## src/hw/reset_init_pkg.sv

```systemverilog
package reset_init_pkg;

  // ===========================================================================
  // Bus geometry
  // ===========================================================================
  localparam int ADDR_W = 8;
  localparam int DATA_W = 32;

  // ===========================================================================
  // Register byte offsets
  // ===========================================================================
  localparam logic [7:0] OFS_SER_MODE0   = 8'h00;
  localparam logic [7:0] OFS_SER_BUSCTL  = 8'h04;
  localparam logic [7:0] OFS_SER_SHIFT0  = 8'h08;
  localparam logic [7:0] OFS_SLAVE_ADDR  = 8'h0C;
  localparam logic [7:0] OFS_ADC         = 8'h10;
  localparam logic [7:0] OFS_CLOCK_CTRL  = 8'h14;
  localparam logic [7:0] OFS_SER_MODE1   = 8'h18;
  localparam logic [7:0] OFS_SER_SHIFT1  = 8'h1C;
  localparam logic [7:0] OFS_IRQ         = 8'h20;
  localparam logic [7:0] OFS_EXT_MODE    = 8'h24;
  localparam logic [7:0] OFS_PORT_DIR    = 8'h28;
  localparam logic [7:0] OFS_PULLUP      = 8'h2C;
  localparam logic [7:0] OFS_PORT_LATCH  = 8'h30;
  localparam logic [7:0] OFS_TIMER       = 8'h34;
  localparam logic [7:0] OFS_PULSE_MOD   = 8'h38;
  localparam logic [7:0] OFS_STATUS      = 8'h3C;
  localparam logic [7:0] OFS_BSB_BASE    = 8'h40;
  localparam logic [7:0] OFS_RAM_BASE    = 8'h50;

  // ===========================================================================
  // Reset values and fill pattern
  // ===========================================================================
  localparam logic [7:0]  ADC_MODE_RESET   = 8'h04;
  localparam int          ADC_EOC_BIT      = 2;
  localparam logic [7:0]  EVT_MODULO_RESET = 8'hFF;
  localparam logic [15:0] PORT_LATCH_RESET = 16'h0002;
  localparam logic [15:0] UNDEF_FILL       = 16'hA5C3;
  localparam int          BSB_COUNT        = 4;
  localparam int          RAM_NIBBLES      = 6;

  // ===========================================================================
  // Reset sequencing states
  // ===========================================================================
  typedef enum logic [1:0] {
    ST_INIT = 2'b00,
    ST_RUN  = 2'b01
  } seq_state_t;

endpackage : reset_init_pkg

```

## src/hw/keep_reg.sv

```systemverilog
`timescale 1ns/100ps
module keep_reg #(
  parameter int              W    = 8,
  parameter logic [W-1:0]    FILL = '0
) (
  input  wire logic         pclk,    // System clock.
  input  wire logic         wr_en,   // Software write strobe.
  input  wire logic [W-1:0] wdata,   // Write data.
  input  wire logic         fill_en, // Load the undefined pattern.
  output logic      [W-1:0] q        // Stored value.
);

  // No reset on purpose: contents survive a reset taken in standby.
  always_ff @(posedge pclk) begin
    if (fill_en) begin
      q <= FILL;
    end else if (wr_en) begin
      q <= wdata;
    end
  end

endmodule : keep_reg

```

## src/hw/reset_catch.sv

```systemverilog
`timescale 1ns/100ps
module reset_catch
  import reset_init_pkg::*;
(
  input  wire logic pclk,             // System clock.
  input  wire logic presetn,          // Asynchronous reset, active low.
  input  wire logic standby_mode,     // Device sits in a standby mode.
  output logic      init_pulse,       // High during reset and on the first cycle after its release.
  output logic      fill_pulse,       // Init cycle of a reset during operation.
  output logic      reset_in_standby  // Last reset arrived during standby.
);

  seq_state_t state;

  always_ff @(posedge pclk or negedge presetn) begin
    if (!presetn) begin
      state <= ST_INIT;
    end else begin
      case (state)
        ST_INIT: state <= ST_RUN;
        ST_RUN:  state <= ST_RUN;
        default: state <= ST_INIT;
      endcase
    end
  end

  assign init_pulse = (state == ST_INIT);
  // The standby level is still held on the release cycle, so it is caught there.
  assign fill_pulse = init_pulse && !standby_mode;

  always_ff @(posedge pclk or negedge presetn) begin
    if (!presetn) begin
      reset_in_standby <= 1'b0;
    end else if (init_pulse) begin
      reset_in_standby <= standby_mode;
    end
  end

endmodule : reset_catch

```

## src/hw/reset_state_init.sv

```systemverilog
// Contract
// - Six data nibbles at 0F8H-0FDH are undefined after every reset.
// - Channel-0 shift register held in standby reset, undefined otherwise.
// - Slave address register held in standby reset, undefined otherwise.
// - Channel-0 mode and serial bus control registers clear on reset.
// - A/D mode loads 04H, completion flag one; SA register undefined.
// - Processor clock, system clock and clock output mode clear on reset.
// - Channel-1 mode clears; channel-1 shift register held only in standby.
// - Serial transfer-done flag clears on reset.
// - All interrupt request flags clear on any reset.
// - All interrupt enables and the global enable clear on reset.
// - The three external interrupt mode registers clear on reset.
// - Port direction, output buffers and output latches clear on reset; here the output latches load 0002H (PORT_LATCH_RESET).
// - Pull-up selection clears, no pull-up selected.
// - Pulse generator modulo registers keep contents across any reset.
// - Watch timer mode register clears on reset.
// - Four bit sequential buffers held in standby reset, undefined otherwise.
// - Reset ending standby runs as a normal reset with standby values.
`timescale 1ns/100ps
module reset_state_init
  import reset_init_pkg::*;
(
  input  wire logic                            pclk,             // System clock.
  input  wire logic                            presetn,          // Reset, active low.
  input  wire logic                            psel,             // APB select.
  input  wire logic                            penable,          // APB enable.
  input  wire logic                            pwrite,           // APB direction.
  input  wire logic [reset_init_pkg::ADDR_W-1:0] paddr,          // APB address.
  input  wire logic [reset_init_pkg::DATA_W-1:0] pwdata,         // APB write data.
  output logic      [reset_init_pkg::DATA_W-1:0] prdata,         // APB read data.
  output logic                                 pready,           // APB ready.
  output logic                                 pslverr,          // APB error.
  input  wire logic                            standby_mode,     // Standby level.
  input  wire logic [7:0]                      irq_events,       // Request set pulses.
  input  wire logic                            xfer_done_evt,    // Transfer end pulse.
  output logic      [15:0]                     port_out,         // Port latches.
  output logic      [15:0]                     port_oe,          // Port buffer enables.
  output logic      [7:0]                      pullup_en,        // Pull-up selects.
  output logic                                 reset_in_standby  // Standby at reset.
);
  import reset_init_pkg::*;

  // ===========================================================================
  // Reset sequencing
  // ===========================================================================
  logic init_pulse;
  logic fill_pulse;

  reset_catch u_catch (
    .pclk             (pclk),
    .presetn          (presetn),
    .standby_mode     (standby_mode),
    .init_pulse       (init_pulse),
    .fill_pulse       (fill_pulse),
    .reset_in_standby (reset_in_standby)
  );

  // ===========================================================================
  // APB slave
  // ===========================================================================
  logic              wr_acc;
  logic              wr_ser_shift0;
  logic              wr_slave_addr;
  logic              wr_ser_shift1;
  logic              wr_sa;
  logic [DATA_W-1:0] rd_mux;
  logic              rd_hit;

  // A write lands only at the edge where the master samples pready high.
  assign wr_acc        = psel && penable && pready && pwrite;
  assign wr_ser_shift0 = wr_acc && (paddr == OFS_SER_SHIFT0);
  assign wr_slave_addr = wr_acc && (paddr == OFS_SLAVE_ADDR);
  assign wr_ser_shift1 = wr_acc && (paddr == OFS_SER_SHIFT1);
  assign wr_sa         = wr_acc && (paddr == OFS_ADC);

  always_ff @(posedge pclk or negedge presetn) begin
    if (!presetn) begin
      pready  <= 1'b0;
      prdata  <= '0;
      pslverr <= 1'b0;
    end else begin
      pready  <= psel && !penable && !pready;
      prdata  <= (psel && !penable && !pwrite) ? rd_mux : '0;
      pslverr <= psel && !penable && !rd_hit;
    end
  end

  // ===========================================================================
  // Registers without a reset value: standby-held ones and the SAR
  // ===========================================================================
  logic [7:0] serial_shift_ch0;
  logic [7:0] slave_addr_reg;
  logic [7:0] serial_shift_ch1;
  logic [7:0] adc_sar;

  keep_reg #(.W(8), .FILL(UNDEF_FILL[7:0])) u_serial_shift_ch0 (
    .pclk    (pclk),
    .wr_en   (wr_ser_shift0),
    .wdata   (pwdata[7:0]),
    .fill_en (fill_pulse),
    .q       (serial_shift_ch0)
  );

  keep_reg #(.W(8), .FILL(UNDEF_FILL[15:8])) u_sva (
    .pclk    (pclk),
    .wr_en   (wr_slave_addr),
    .wdata   (pwdata[7:0]),
    .fill_en (fill_pulse),
    .q       (slave_addr_reg)
  );

  keep_reg #(.W(8), .FILL(UNDEF_FILL[7:0])) u_serial_shift_ch1 (
    .pclk    (pclk),
    .wr_en   (wr_ser_shift1),
    .wdata   (pwdata[7:0]),
    .fill_en (fill_pulse),
    .q       (serial_shift_ch1)
  );

  // The conversion result is undefined after any reset, standby or not.
  keep_reg #(.W(8), .FILL(UNDEF_FILL[15:8])) u_sar (
    .pclk    (pclk),
    .wr_en   (wr_sa),
    .wdata   (pwdata[15:8]),
    .fill_en (init_pulse),
    .q       (adc_sar)
  );

  // ===========================================================================
  // Bit sequential buffers and scratch nibbles
  // ===========================================================================
  logic [15:0] bit_seq_buffer [BSB_COUNT];
  logic [3:0]  ram_nibble     [RAM_NIBBLES];

  generate
    for (genvar i = 0; i < BSB_COUNT; i++) begin : g_bsb
      keep_reg #(.W(16), .FILL(UNDEF_FILL)) u_bsb (
        .pclk    (pclk),
        .wr_en   (wr_acc && (paddr == OFS_BSB_BASE + 8'(4 * i))),
        .wdata   (pwdata[15:0]),
        .fill_en (fill_pulse),
        .q       (bit_seq_buffer[i])
      );
    end
    for (genvar j = 0; j < RAM_NIBBLES; j++) begin : g_ram
      keep_reg #(.W(4), .FILL(UNDEF_FILL[3:0])) u_nib (
        .pclk    (pclk),
        .wr_en   (wr_acc && (paddr == OFS_RAM_BASE + 8'(4 * j))),
        .wdata   (pwdata[3:0]),
        .fill_en (init_pulse),
        .q       (ram_nibble[j])
      );
    end
  endgenerate

  // Modulo registers have no reset at all and so are held across any reset.
  logic [7:0] pulse_gen_modulo_low;
  logic [7:0] pulse_gen_modulo_high;
  logic       pulse_mod_loaded;

  // Only the hold check reads this; the pair is unknown until software loads it.
  always_ff @(posedge pclk) begin
    if (wr_acc && (paddr == OFS_PULSE_MOD)) begin
      pulse_mod_loaded <= 1'b1;
    end
  end

  always_ff @(posedge pclk) begin
    if (wr_acc && (paddr == OFS_PULSE_MOD)) begin
      pulse_gen_modulo_low  <= pwdata[7:0];
      pulse_gen_modulo_high <= pwdata[15:8];
    end
  end

  // ===========================================================================
  // Registers with a defined reset value
  // ===========================================================================
  logic [7:0]  serial_mode_ch0;
  logic [7:0]  serial_bus_control;
  logic [7:0]  adc_mode_reg;
  logic [3:0]  processor_clock_ctrl;
  logic [3:0]  system_clock_ctrl;
  logic [3:0]  clock_out_mode;
  logic [7:0]  serial_mode_ch1;
  logic [3:0]  ext_irq0_mode;
  logic [3:0]  ext_irq1_mode;
  logic [3:0]  ext_irq2_mode;
  logic [7:0]  port_dir_group_a;
  logic [7:0]  port_dir_group_b;
  logic [7:0]  port_dir_group_c;
  logic [7:0]  event_counter_modulo;
  logic [7:0]  watch_timer_mode;

  always_ff @(posedge pclk or negedge presetn) begin
    if (!presetn) begin
      serial_mode_ch0      <= '0;
      serial_bus_control   <= '0;
      adc_mode_reg         <= ADC_MODE_RESET;
      processor_clock_ctrl <= '0;
      system_clock_ctrl    <= '0;
      clock_out_mode       <= '0;
      serial_mode_ch1      <= '0;
      ext_irq0_mode        <= '0;
      ext_irq1_mode        <= '0;
      ext_irq2_mode        <= '0;
      port_dir_group_a     <= '0;
      port_dir_group_b     <= '0;
      port_dir_group_c     <= '0;
      pullup_en            <= '0;
      port_out             <= PORT_LATCH_RESET;
      event_counter_modulo <= EVT_MODULO_RESET;
      watch_timer_mode     <= '0;
    end else if (wr_acc) begin
      case (paddr)
        OFS_SER_MODE0:  serial_mode_ch0    <= pwdata[7:0];
        OFS_SER_BUSCTL: serial_bus_control <= pwdata[7:0];
        OFS_ADC:        adc_mode_reg       <= pwdata[7:0];
        OFS_CLOCK_CTRL: begin
          processor_clock_ctrl <= pwdata[3:0];
          system_clock_ctrl    <= pwdata[7:4];
          clock_out_mode       <= pwdata[11:8];
        end
        OFS_SER_MODE1:  serial_mode_ch1 <= pwdata[7:0];
        OFS_EXT_MODE: begin
          ext_irq0_mode <= pwdata[3:0];
          ext_irq1_mode <= pwdata[7:4];
          ext_irq2_mode <= pwdata[11:8];
        end
        OFS_PORT_DIR: begin
          port_dir_group_a <= pwdata[7:0];
          port_dir_group_b <= pwdata[15:8];
          port_dir_group_c <= pwdata[23:16];
        end
        OFS_PULLUP:     pullup_en <= pwdata[7:0];
        OFS_PORT_LATCH: port_out  <= pwdata[15:0];
        OFS_TIMER: begin
          event_counter_modulo <= pwdata[7:0];
          watch_timer_mode     <= pwdata[15:8];
        end
        default: ;
      endcase
    end
  end

  // Buffers follow the direction groups a and b, one cycle late.
  always_ff @(posedge pclk or negedge presetn) begin
    if (!presetn) begin
      port_oe <= '0;
    end else begin
      port_oe <= {port_dir_group_b, port_dir_group_a};
    end
  end

  // ===========================================================================
  // Interrupt and transfer flags
  // ===========================================================================
  logic [7:0] irq_request_flags;
  logic [7:0] irq_enable_flags;
  logic       global_irq_enable;
  logic       transfer_done_flag;
  logic       wr_irq;

  assign wr_irq = wr_acc && (paddr == OFS_IRQ);

  // Write one to clear; a set in the same cycle wins so no event is lost.
  always_ff @(posedge pclk or negedge presetn) begin
    if (!presetn) begin
      irq_request_flags  <= '0;
      transfer_done_flag <= 1'b0;
    end else begin
      irq_request_flags <= (irq_request_flags & ~(wr_irq ? pwdata[7:0] : 8'h00))
                           | irq_events;
      if (xfer_done_evt) begin
        transfer_done_flag <= 1'b1;
      end else if (wr_acc && (paddr == OFS_SER_MODE1) && pwdata[8]) begin
        transfer_done_flag <= 1'b0;
      end
    end
  end

  always_ff @(posedge pclk or negedge presetn) begin
    if (!presetn) begin
      irq_enable_flags  <= '0;
      global_irq_enable <= 1'b0;
    end else if (wr_irq) begin
      irq_enable_flags  <= pwdata[15:8];
      global_irq_enable <= pwdata[16];
    end
  end

  // ===========================================================================
  // Read decode
  // ===========================================================================
  always_comb begin
    rd_mux = '0;
    rd_hit = 1'b1;
    case (paddr)
      OFS_SER_MODE0:  rd_mux[7:0]  = serial_mode_ch0;
      OFS_SER_BUSCTL: rd_mux[7:0]  = serial_bus_control;
      OFS_SER_SHIFT0: rd_mux[7:0]  = serial_shift_ch0;
      OFS_SLAVE_ADDR: rd_mux[7:0]  = slave_addr_reg;
      OFS_ADC:        rd_mux[15:0] = {adc_sar, adc_mode_reg};
      OFS_CLOCK_CTRL: rd_mux[11:0] = {clock_out_mode, system_clock_ctrl, processor_clock_ctrl};
      OFS_SER_MODE1:  rd_mux[8:0]  = {transfer_done_flag, serial_mode_ch1};
      OFS_SER_SHIFT1: rd_mux[7:0]  = serial_shift_ch1;
      OFS_IRQ:        rd_mux[16:0] = {global_irq_enable, irq_enable_flags, irq_request_flags};
      OFS_EXT_MODE:   rd_mux[11:0] = {ext_irq2_mode, ext_irq1_mode, ext_irq0_mode};
      OFS_PORT_DIR:   rd_mux[23:0] = {port_dir_group_c, port_dir_group_b, port_dir_group_a};
      OFS_PULLUP:     rd_mux[7:0]  = pullup_en;
      OFS_PORT_LATCH: rd_mux[15:0] = port_out;
      OFS_TIMER:      rd_mux[15:0] = {watch_timer_mode, event_counter_modulo};
      OFS_PULSE_MOD:  rd_mux[15:0] = {pulse_gen_modulo_high, pulse_gen_modulo_low};
      OFS_STATUS:     rd_mux[0]    = reset_in_standby;
      default: begin
        rd_hit = 1'b0;
        for (int k = 0; k < BSB_COUNT; k++) begin
          if (paddr == OFS_BSB_BASE + 8'(4 * k)) begin
            rd_mux[15:0] = bit_seq_buffer[k];
            rd_hit       = 1'b1;
          end
        end
        for (int m = 0; m < RAM_NIBBLES; m++) begin
          if (paddr == OFS_RAM_BASE + 8'(4 * m)) begin
            rd_mux[3:0] = ram_nibble[m];
            rd_hit      = 1'b1;
          end
        end
      end
    endcase
  end
endmodule : reset_state_init

```

## config.mk

```make
export PLATFORM = sky130hd
export DESIGN_NAME = reset_state_init
export DESIGN_NICKNAME = d
export VERILOG_FILES = /design/src/hw/reset_init_pkg.sv /design/src/hw/keep_reg.sv /design/src/hw/reset_catch.sv /design/src/hw/reset_state_init.sv
export SDC_FILE = /design/constraint.sdc
export NUM_CORES = 1
export LEC_CHECK = 0
export ABC_CLOCK_PERIOD_IN_PS = 1900
export BUFFER_PORTS_ARGS = -buffer_cell sky130_fd_sc_hd__buf_4
export CELL_PAD_IN_SITES_DETAIL_PLACEMENT = 1
export CELL_PAD_IN_SITES_GLOBAL_PLACEMENT = 1
export CORE_AREA = 2 2 185 187
export CTS_CLUSTER_DIAMETER = 100
export DETAILED_ROUTE_END_ITERATION = 7
export DIE_AREA = 0 0 187 189
export GPL_ROUTABILITY_DRIVEN = 0
export MAX_ROUTING_LAYER = met4
export PLACE_DENSITY = 0.85
export RECOVER_POWER = 100
export SLEW_MARGIN = 0
export SYNTH_ARGS = -nofsm -noshare
export SYNTH_HDL_FRONTEND = slang
export SYNTH_SLANG_ARGS = --single-unit
```

## constraint.sdc

```tcl
create_clock -name pclk -period 1.9 [get_ports pclk]
set_input_delay 0 -clock pclk [delete_from_list [all_inputs] [get_ports pclk]]
set_output_delay 0 -clock pclk [all_outputs]
set_load 0.02 [all_outputs]
```

# After elaboration in Yosys (flattened, before gate mapping)
# Index checks and enable logic that the tools add are counted.
# totals
register_bits	318
# op_classes
eq_ne	26
muxes	33
bitwise	3
n_reduce_logical	49
# ops
operator	n
$pmux W7 S16	1
$eq A8 B7 Y1 const B	10
$eq A8 B6 Y1 const B	8
$mux W16	4
$eq A8 B5 Y1 const B	4
$pmux W4 S7	1
$pmux W3 S9	1
$logic_and A1 B1 Y1	26
$mux W24	1
$mux W4	6
$reduce_and A2 Y1	10
$eq A8 B4 Y1 const B	2
$pmux W1 S16	1
$reduce_or A16 Y1	1
$mux W1	14
$pmux W1 S10	1
$reduce_or A10 Y1	1
$and A8 B8 Y8	1
$eq A8 B3 Y1 const B	1
$logic_not A8 Y1	1
$mux W8	1
$not A8 Y8	1
$or A8 B8 Y8	1
$reduce_or A8 Y1	1
other kinds (8)	12

# Depth between registers and ports, before layout
# Gate-level depths: netlist of run 1.
# logic_depth
ltp_word	14
ltp_mapped	9

# Cells and area by module
# A second synthesis of run 1 with hierarchy kept.
# hier_totals
cells_unflattened	1199
area_unflattened_um2	14285.0
# by_module_without_submodules
mod	n_inst	cells_per_inst	area_each_um2	seq_area_each_um2
reset_state_init	1	809	9776.9	4997.3
keep_reg at g_bsb[0].u_bsb ...	4	52	604.3	320.3
keep_reg at g_ram[0].u_nib ...	6	12	137.6	80.1
keep_reg at u_serial_shift_ch0 ...	2	26	297.8	160.2
keep_reg at u_sar ...	2	26	296.5	160.2
reset_catch	1	6	76.3	50.0

# Worst setup path after synthesis of run 1
# OpenSTA, ideal clock, no wires.
# synth_timing
path_type	register to register
start	reg pready
end	reg pulse_gen_modulo_high[0], enable pin
setup_ps	388
arrival_ps	1835
required_time_ps	1512
slack_ps	-323
stages_incl_launch_ff	5
path_buffers	1
synth_period_minus_slack_ps	2223
cell_sequence	dfrtp_1 -> and4_1 -> clkbuf_1 -> nand2_1 -> nor2_1
# synth_via
elab_chain_len	3
# synth_lines
element	line_no	rtl
start: declaration	reset_state_init.sv:31	output logic pready,
start signal: assignment	reset_state_init.sv:82	pready <= psel && !penable && !pready;
$logic_and A1 B1 Y1 (2 in series)	reset_state_init.sv:70	assign wr_acc = psel && penable && pready && pwrite;
$logic_and A1 B1 Y1	reset_state_init.sv:169	if (wr_acc && (paddr == OFS_PULSE_MOD)) begin
end signal: assignment	reset_state_init.sv:171	pulse_gen_modulo_high <= pwdata[15:8];
end: declaration	reset_state_init.sv:158	logic [7:0] pulse_gen_modulo_high;
# Every way passes these cells.
# A chain may end at the register's enable or synchronous reset.

# Worst setup path in the final report of run 1
# layout_timing
start	in paddr[4] in the netlist's numbering
end	reg prdata[0] in the netlist's numbering
# layout_via
elab_chain_len	13
# layout_lines
element	line_no	rtl
start: declaration	reset_state_init.sv:28	input wire logic [reset_init_pkg::ADDR_W-1:0] paddr,
$eq A8 B7 Y1	reset_state_init.sv:317	if (paddr == OFS_BSB_BASE + 8'(4 * k)) begin
$mux W16 (4 in series)	reset_state_init.sv:317	
$mux W4 (6 in series)	reset_state_init.sv:323	if (paddr == OFS_RAM_BASE + 8'(4 * m)) begin
$pmux W1 S16 (*)	reset_state_init.sv:297	case (paddr)
$mux W24 (*)	reset_state_init.sv:83	prdata <= (psel && !penable && !pwrite) ? rd_mux : '0;
end signal: assignment	reset_state_init.sv:83	
end: declaration	reset_state_init.sv:30	output logic [reset_init_pkg::DATA_W-1:0] prdata,
# Mark *: on every way between the ends. The rest lies on a longest branch, timed or not.

==> out/results.tsv, run 1 <==
metric	value	unit
crit_top_cell	buf_4	
grt_overflow_total	0	
fin_crit	1.91	ns
synthArstFlopShare	0.572	
vdd_drop_max	0.661	mV
fp-row-count	67	
final_cells	2030	
power_frac_seq	0.454	
startpoint	paddr[4]	
syn_avg_cell_area	10.4	um^2
holdCritStartpoint	paddr[1]	
die_y	189	um
regMostFlops	g_bsb.u_bsb.q	
start_util	0.417	
drv_slew	107	
final_nets	1609	
synth_seq_area_share	0.537	
crit_path_end_kind	flip-flop	
final_common_cell	nand2_1	
swShare	0.248	
synth-main-ff-cell	dfrtp_1	
drive_gt1_frac	0.265	
r2r-start	pready$_DFF_PN0_	
p_per_area	854	mW/mm^2
max_freq	0.523	GHz
setup_viol_count_final	1	
critical_path_class	input port to flip-flop	
grt.total_usage	0.364	
grt_pass1_vias	14200	
htree_levels	2	
ant_nets	0	
cts_tree	done	
synth_edf_count	16	
dp_hpwl	34700	um
cts-root-buf	clkbuf_16	
slowest_stage	or4b_1	
dieArea	0.0353	mm^2
die_w	187	um
largestRegisters	g_bsb.u_bsb.q (64), g_ram.u_nib.q (24), prdata (24)	
power.internal	11.3	mW
io_buffers	113	
numClockSinks	318	
yosys-top-cells-area	dfrtp_1, dfxtp_1, mux2_2	
via_per_inst	6.60	
antenna_found_initial	2	
start_kind	input port	
synthCells	1330	
min_period_over_period	1.01	
drc_errors	23	
path_buf_inv	4	
cp.arrival	2.40	ns
netlist_area	0.0139	mm^2
violations	design-rule violations, max-capacitance violations, max-slew violations, negative setup slack	
cts_buffers	35	
finClkSkew	0.0288	ns
required	2.39	ns
slowest_delay	0.50	ns
final_cell_mix	nand2_1, dfrtp_1, buf_4	
wl	63900	um
via_count	13400	
power.share.combinational	0.065	
pwr-share-clk	0.481	
synth_cell_types	70	
worst_slack	-0.0103	ns
clockBufferDepth	3	
core-area	0.0333	mm^2
hold_violations	0	
clk_pin_slew	0.06	ns
outcome	complete, but fails checks	
dp.cells	1917	
synth_top_area_share	0.310	
area_delta_synth_final	26.7	%
crit_chain	buf_4 > or4b_1 > clkbuf_2 > nor2_1 > clkbuf_1 > a221oi_1 > a311oi_1 > buf_4	
maxCapViolations	3	
ios	130	
clk_latency	0.55	ns
holdWs	0.0424	ns
power_switching	3.72	mW
synth_top_area_cell	dfrtp_1	
synth_seq_cells	318	
grt_max_degree	55	
synth_warnings	0	
drt-initial-drc-count	1796	
largest_reg_flops	64	
cp_max_fo	10	
grt_pass1_wl	93200	um
tightestPinTransition	1.74	ns
firstDrtPassIters	8	
critPathTopFamily	buffers and inverters	
worstHoldPathType	input port to flip-flop	
wl_per_cell	31.5	um
relSlewSlack	-0.163	
cellLeakagePower	7.45	nW
cell type report:
class                   instances  area (um^2)
repair buffers                295         2390
clock buffers                  51         1030
multi-input cells             904         6000
fillers                      3601        15700
flip-flops and latches        318         7450
clock inverters                12          135
well taps                     448          561
diodes                          2         5.00
worst register-to-register path, delay by kind of cell, from the launching register on:
| family | cells | cell delay [ns] |
|---|---|---|
| simple gates | 3 | 0.56 |
| buf+inv | 3 | 0.51 |
| flops | 1 | 0.35 |
| mux | 1 | 0.35 |
final timing paths:
kind                            slack [ns]  cells past startpoint                                  end
worst max-delay path                 -0.01                      8                  prdata[0]$_DFF_PN0_
worst min-delay path                  0.04                      5                  prdata[3]$_DFF_PN0_
worst max register to register           0                      7    serial_bus_control[6]$_DFFE_PN0P_
worst min register to register        0.41                      0                 port_oe[7]$_DFF_PN0_
max in group asynchronous             0.17                      3  event_counter_modulo[2]$_DFFE_PN1P_
min in group asynchronous             0.45                      2                port_oe[13]$_DFF_PN0_
power by group through the flow:
stage	clock, mW	sequential [mW]	combinational, mW
2_1_floorplan	0	6.95	0.377
3_3_place_gp	0	6.95	0.840
3_5_place_dp	0	6.95	0.859
4_1_cts	7.09	6.82	0.937
5_1_grt	7.44	6.81	0.991
6_report	7.22	6.81	0.973
per-layer routing:
layer,GRT usage,vias to the layer above,share of wire
li1,-,5162,-
met1,0.416,6607,0.35
met2,0.550,1194,0.45
met3,0.106,438,0.12
met4,0.256,0,0.080
met5,-,-,0
logic make-up after synthesis:
| group | Yosys count | share of synthesized area |
|---|---|---|
| AO/OA/AOI/OAI | 254 | 0.124 |
| AND/OR/NAND/NOR | 474 | 0.161 |
| other | 2 | 0.000541 |
| flip-flops | 318 | 0.537 |
| multiplexers | 167 | 0.137 |
| buffers and inverters | 115 | 0.0410 |
metrics by stage:
stage               setup TNS (ns)  setup WS, ns  area [um^2]  utilization  total power [mW]
global placement                 0        0.0238        16200        0.486              7.79
detailed placement          -0.483       -0.0443        16200        0.486              7.81
finish                     -0.0103       -0.0103        17600        0.528              15.0
CTS                        -0.0942       -0.0155        17800        0.535              14.8
global route                -0.145       -0.0313        17600        0.528              15.2
floorplan                    -1.13       -0.0398        13900            -              7.33
synth_stat cells (5+ instances only):
master,instances
nand2_1,273
dfrtp_1,172
mux2_2,136
dfxtp_1,120
nand3_1,71
a21oi_1,67
clkbuf_1,57
nor2_1,48
a22oi_1,44
o21ai_0,35
buf_2,32
mux2i_1,25
buf_4,18
edfxtp_1,16
a21boi_0,13
a22o_1,12
a222oi_1,11
and3_1,11
nor2b_1,11
o22ai_1,11
a21o_1,10
dfstp_2,10
nor3_1,10
nor2_2,9
a31oi_1,8
o221ai_1,5
repair_timing:
item                                   CTS  global route
cloned                                   1             1
hold buffers                            38             0
endpoints found under the hold margin  412             0
resized for setup                        5            14
buffers inserted                         3             5
pin swaps                                1             2
setup endpoints to repair               24           111
Power figures use the tool's default switching activity.
==> run 2, diff against run 1 <==
--- a/config.mk
+++ b/config.mk
@@ -21,3 +21,4 @@
 export SYNTH_ARGS = -nofsm -noshare
 export SYNTH_HDL_FRONTEND = slang
 export SYNTH_SLANG_ARGS = --single-unit
+export TNS_END_PERCENT = 20
==> run 2 against run 1 <==
Net effect: the run ends with negative setup slack left; critical endpoint is now prdata[4]$_DFF_PN0_; sequential share of layout area rose by 0.37 points; via count fell by 1.6%; non-clock buffer count fell by 12; worst setup slack got worse by 0.059 ns; largest cell class unchanged; die area did not move; power fell by 0.57%; clock power fell by 1%.
==> out/results.tsv, run 2 (same netlist as run 1, synthesis figures left out) <==
metric	value	unit	change
outcome	complete, but fails checks		
violations	negative setup slack		
io_buffers	113		unchanged
slowest_delay	0.63	ns	+0.13 ns
htree_levels	2		unchanged
finClkSkew	0.0267	ns	-0.00205 ns
largestRegisters	g_bsb.u_bsb.q (64), g_ram.u_nib.q (24), prdata (24)		
setup_viol_count_final	8		+7
grt_pass1_vias	14200		+0.056%
regMostFlops	g_bsb.u_bsb.q		
holdWs	0.0517	ns	+0.00927 ns
largest_reg_flops	64		unchanged
multi_input_area	0.00598	mm^2	-0.42%
fin_crit	1.97	ns	+0.0587 ns
cts_buffers	35		unchanged
firstDrtPassIters	8		unchanged
cp.arrival	2.36	ns	-0.04 ns
drt-initial-drc-count	1765		-1.7%
cts-root-buf	clkbuf_16		
grt_overflow_total	0		unchanged
relSlewSlack	0.248		+0.411
max_freq	0.508	GHz	-3.0%
grt.total_usage	0.353		-0.0102
wl	62300	um	-2.5%
hold_violations	0		unchanged
clk_pin_slew	0.06	ns	about the same
dp.cells	1909		-0.42%
core-area	0.0333	mm^2	unchanged
worst_slack	-0.0690	ns	-0.0587 ns
area_delta_synth_final	25.6	%	
critical_path_class	input port to flip-flop		
ff_latch_area	0.00745	mm^2	unchanged
drv_slew	0		-100%
ant_nets	0		unchanged
ios	130		unchanged
clockBufferDepth	3		unchanged
grt_max_degree	74		+35%
dp_hpwl	35300	um	+1.7%
maxCapViolations	0		-3
fp-row-count	67		unchanged
p_per_area	857	mW/mm^2	+0.29%
drc_errors	0		-100%
final_nets	1597		-0.75%
via_count	13200		-1.6%
grt_pass1_wl	91600	um	-1.7%
rrSetupSlack	-0.02	ns	-0.02 ns
clk_latency	0.55	ns	about the same
required	2.29	ns	-0.10 ns
final_util	0.523		-0.00451
cellLeakagePower	7.39	nW	-0.91%
via_per_inst	6.52		-1.2%
drive_gt1_frac	0.256		-0.00898
cts_tree	done		
start_util	0.417		unchanged
crit_chain	clkdlybuf4s25_1 > buf_6 > or4b_1 > nor2_1 > clkbuf_1 > a222oi_1 > a31oi_1		
die_w	187	um	unchanged
min_period_over_period	1.04		+0.0309
antenna_found_initial	3		+1
crit_path_end_kind	flip-flop		
wl_per_cell	30.8	um	-2.1%
vdd_drop_max	0.823	mV	+25%
nFillCells	3607		+0.17%
final_cells	2021		-0.44%
tightestPinTransition	1.13	ns	-0.616 ns
slowest_stage	or4b_1		
final_cell_mix	nand2_1, dfrtp_1, mux2_2		
final_common_cell	nand2_1		
worstHoldPathType	input port to flip-flop		
dieArea	0.0353	mm^2	unchanged
die_y	189	um	unchanged
cp_max_fo	7		-3
numClockSinks	318		unchanged
start_kind	input port		
run 2: cell count changes in the layout (fill, tap and decap cells not counted), moves of 2 or more:
cell / previous run / this run
clkinv_2: 5 / 2
diode_2: 2 / 4
buf_4: 138 / 129
inv_6: 1 / 4
buf_6: 3 / 1
clkbuf_1: 88 / 92
clkinv_1: 3 / 0
clkbuf_8: 5 / 9
nor2_4: 7 / 5
run 2: power by group:
group	internal (mW)	switching (mW)	total, mW	leakage, nW
Clock	4.15	2.99	7.14	0.576
Combinational	0.325	0.648	0.972	3.25
Sequential	6.80	0.0190	6.82	3.57
run 2: final cells by class:
class,instances,share of cell area
clock inverter,8,0.00603
tap,448,0.0322
timing repair buffer,283,0.129
antenna,4,0.000575
sequential,318,0.428
multi-input combinational,904,0.343
clock buffer,56,0.0612
run 2: path summary, 6_finish.rpt:
path / to / startpoint / cells past startpoint
setup / recovery: prdata[4]$_DFF_PN0_ / paddr[0] / 7
hold / removal: prdata[8]$_DFF_PN0_ / pwrite / 4
setup reg to reg: u_serial_shift_ch0.q[3]$_SDFFE_PP0P_ / pready$_DFF_PN0_ / 8
hold reg to reg: port_oe[13]$_DFF_PN0_ / port_dir_group_b[5]$_DFFE_PN0P_ / 0
max in group asynchronous: pullup_en[1]$_DFFE_PN0P_ / presetn / 3
min in group asynchronous: port_oe[13]$_DFF_PN0_ / presetn / 2
run 2: per-stage QoR:
stage / setup TNS (ns) / worst slack [ns] / cell area (um^2) / power (mW)
after CTS: 0 / 0.00237 / 17700 / 14.8
after detailed placement: -1.66 / -0.0949 / 16100 / 7.80
after floorplan: -1.11 / -0.0699 / 13900 / 7.33
after global placement: -0.157 / -0.0303 / 16100 / 7.78
after global routing: -0.824 / -0.0531 / 17400 / 15.2
final: -0.160 / -0.0690 / 17400 / 14.9
run 2: per-layer routing:
| metal | up-vias | track usage | part of all wire |
|---|---|---|---|
| li1 | 5126 | - | - |
| met1 | 6529 | 0.402 | 0.36 |
| met2 | 1111 | 0.549 | 0.45 |
| met3 | 414 | 0.0925 | 0.11 |
| met4 | 0 | 0.241 | 0.076 |
| met5 | - | - | 0 |
run 2: what timing repair did:
item,in CTS,in global routing
hold buffers,40,0
hold endpoints to repair,338,0
setup buffers,0,4
gates resized for setup,3,10
pin swaps,0,3
setup endpoints to repair,39,62
run 2: worst max-delay path, delay by kind of cell:
family                 cells  cell delay, ns
buffers and inverters      3            0.89
AND/OR/NAND/NOR            2            0.83
AO/OA/AOI/OAI              2            0.62
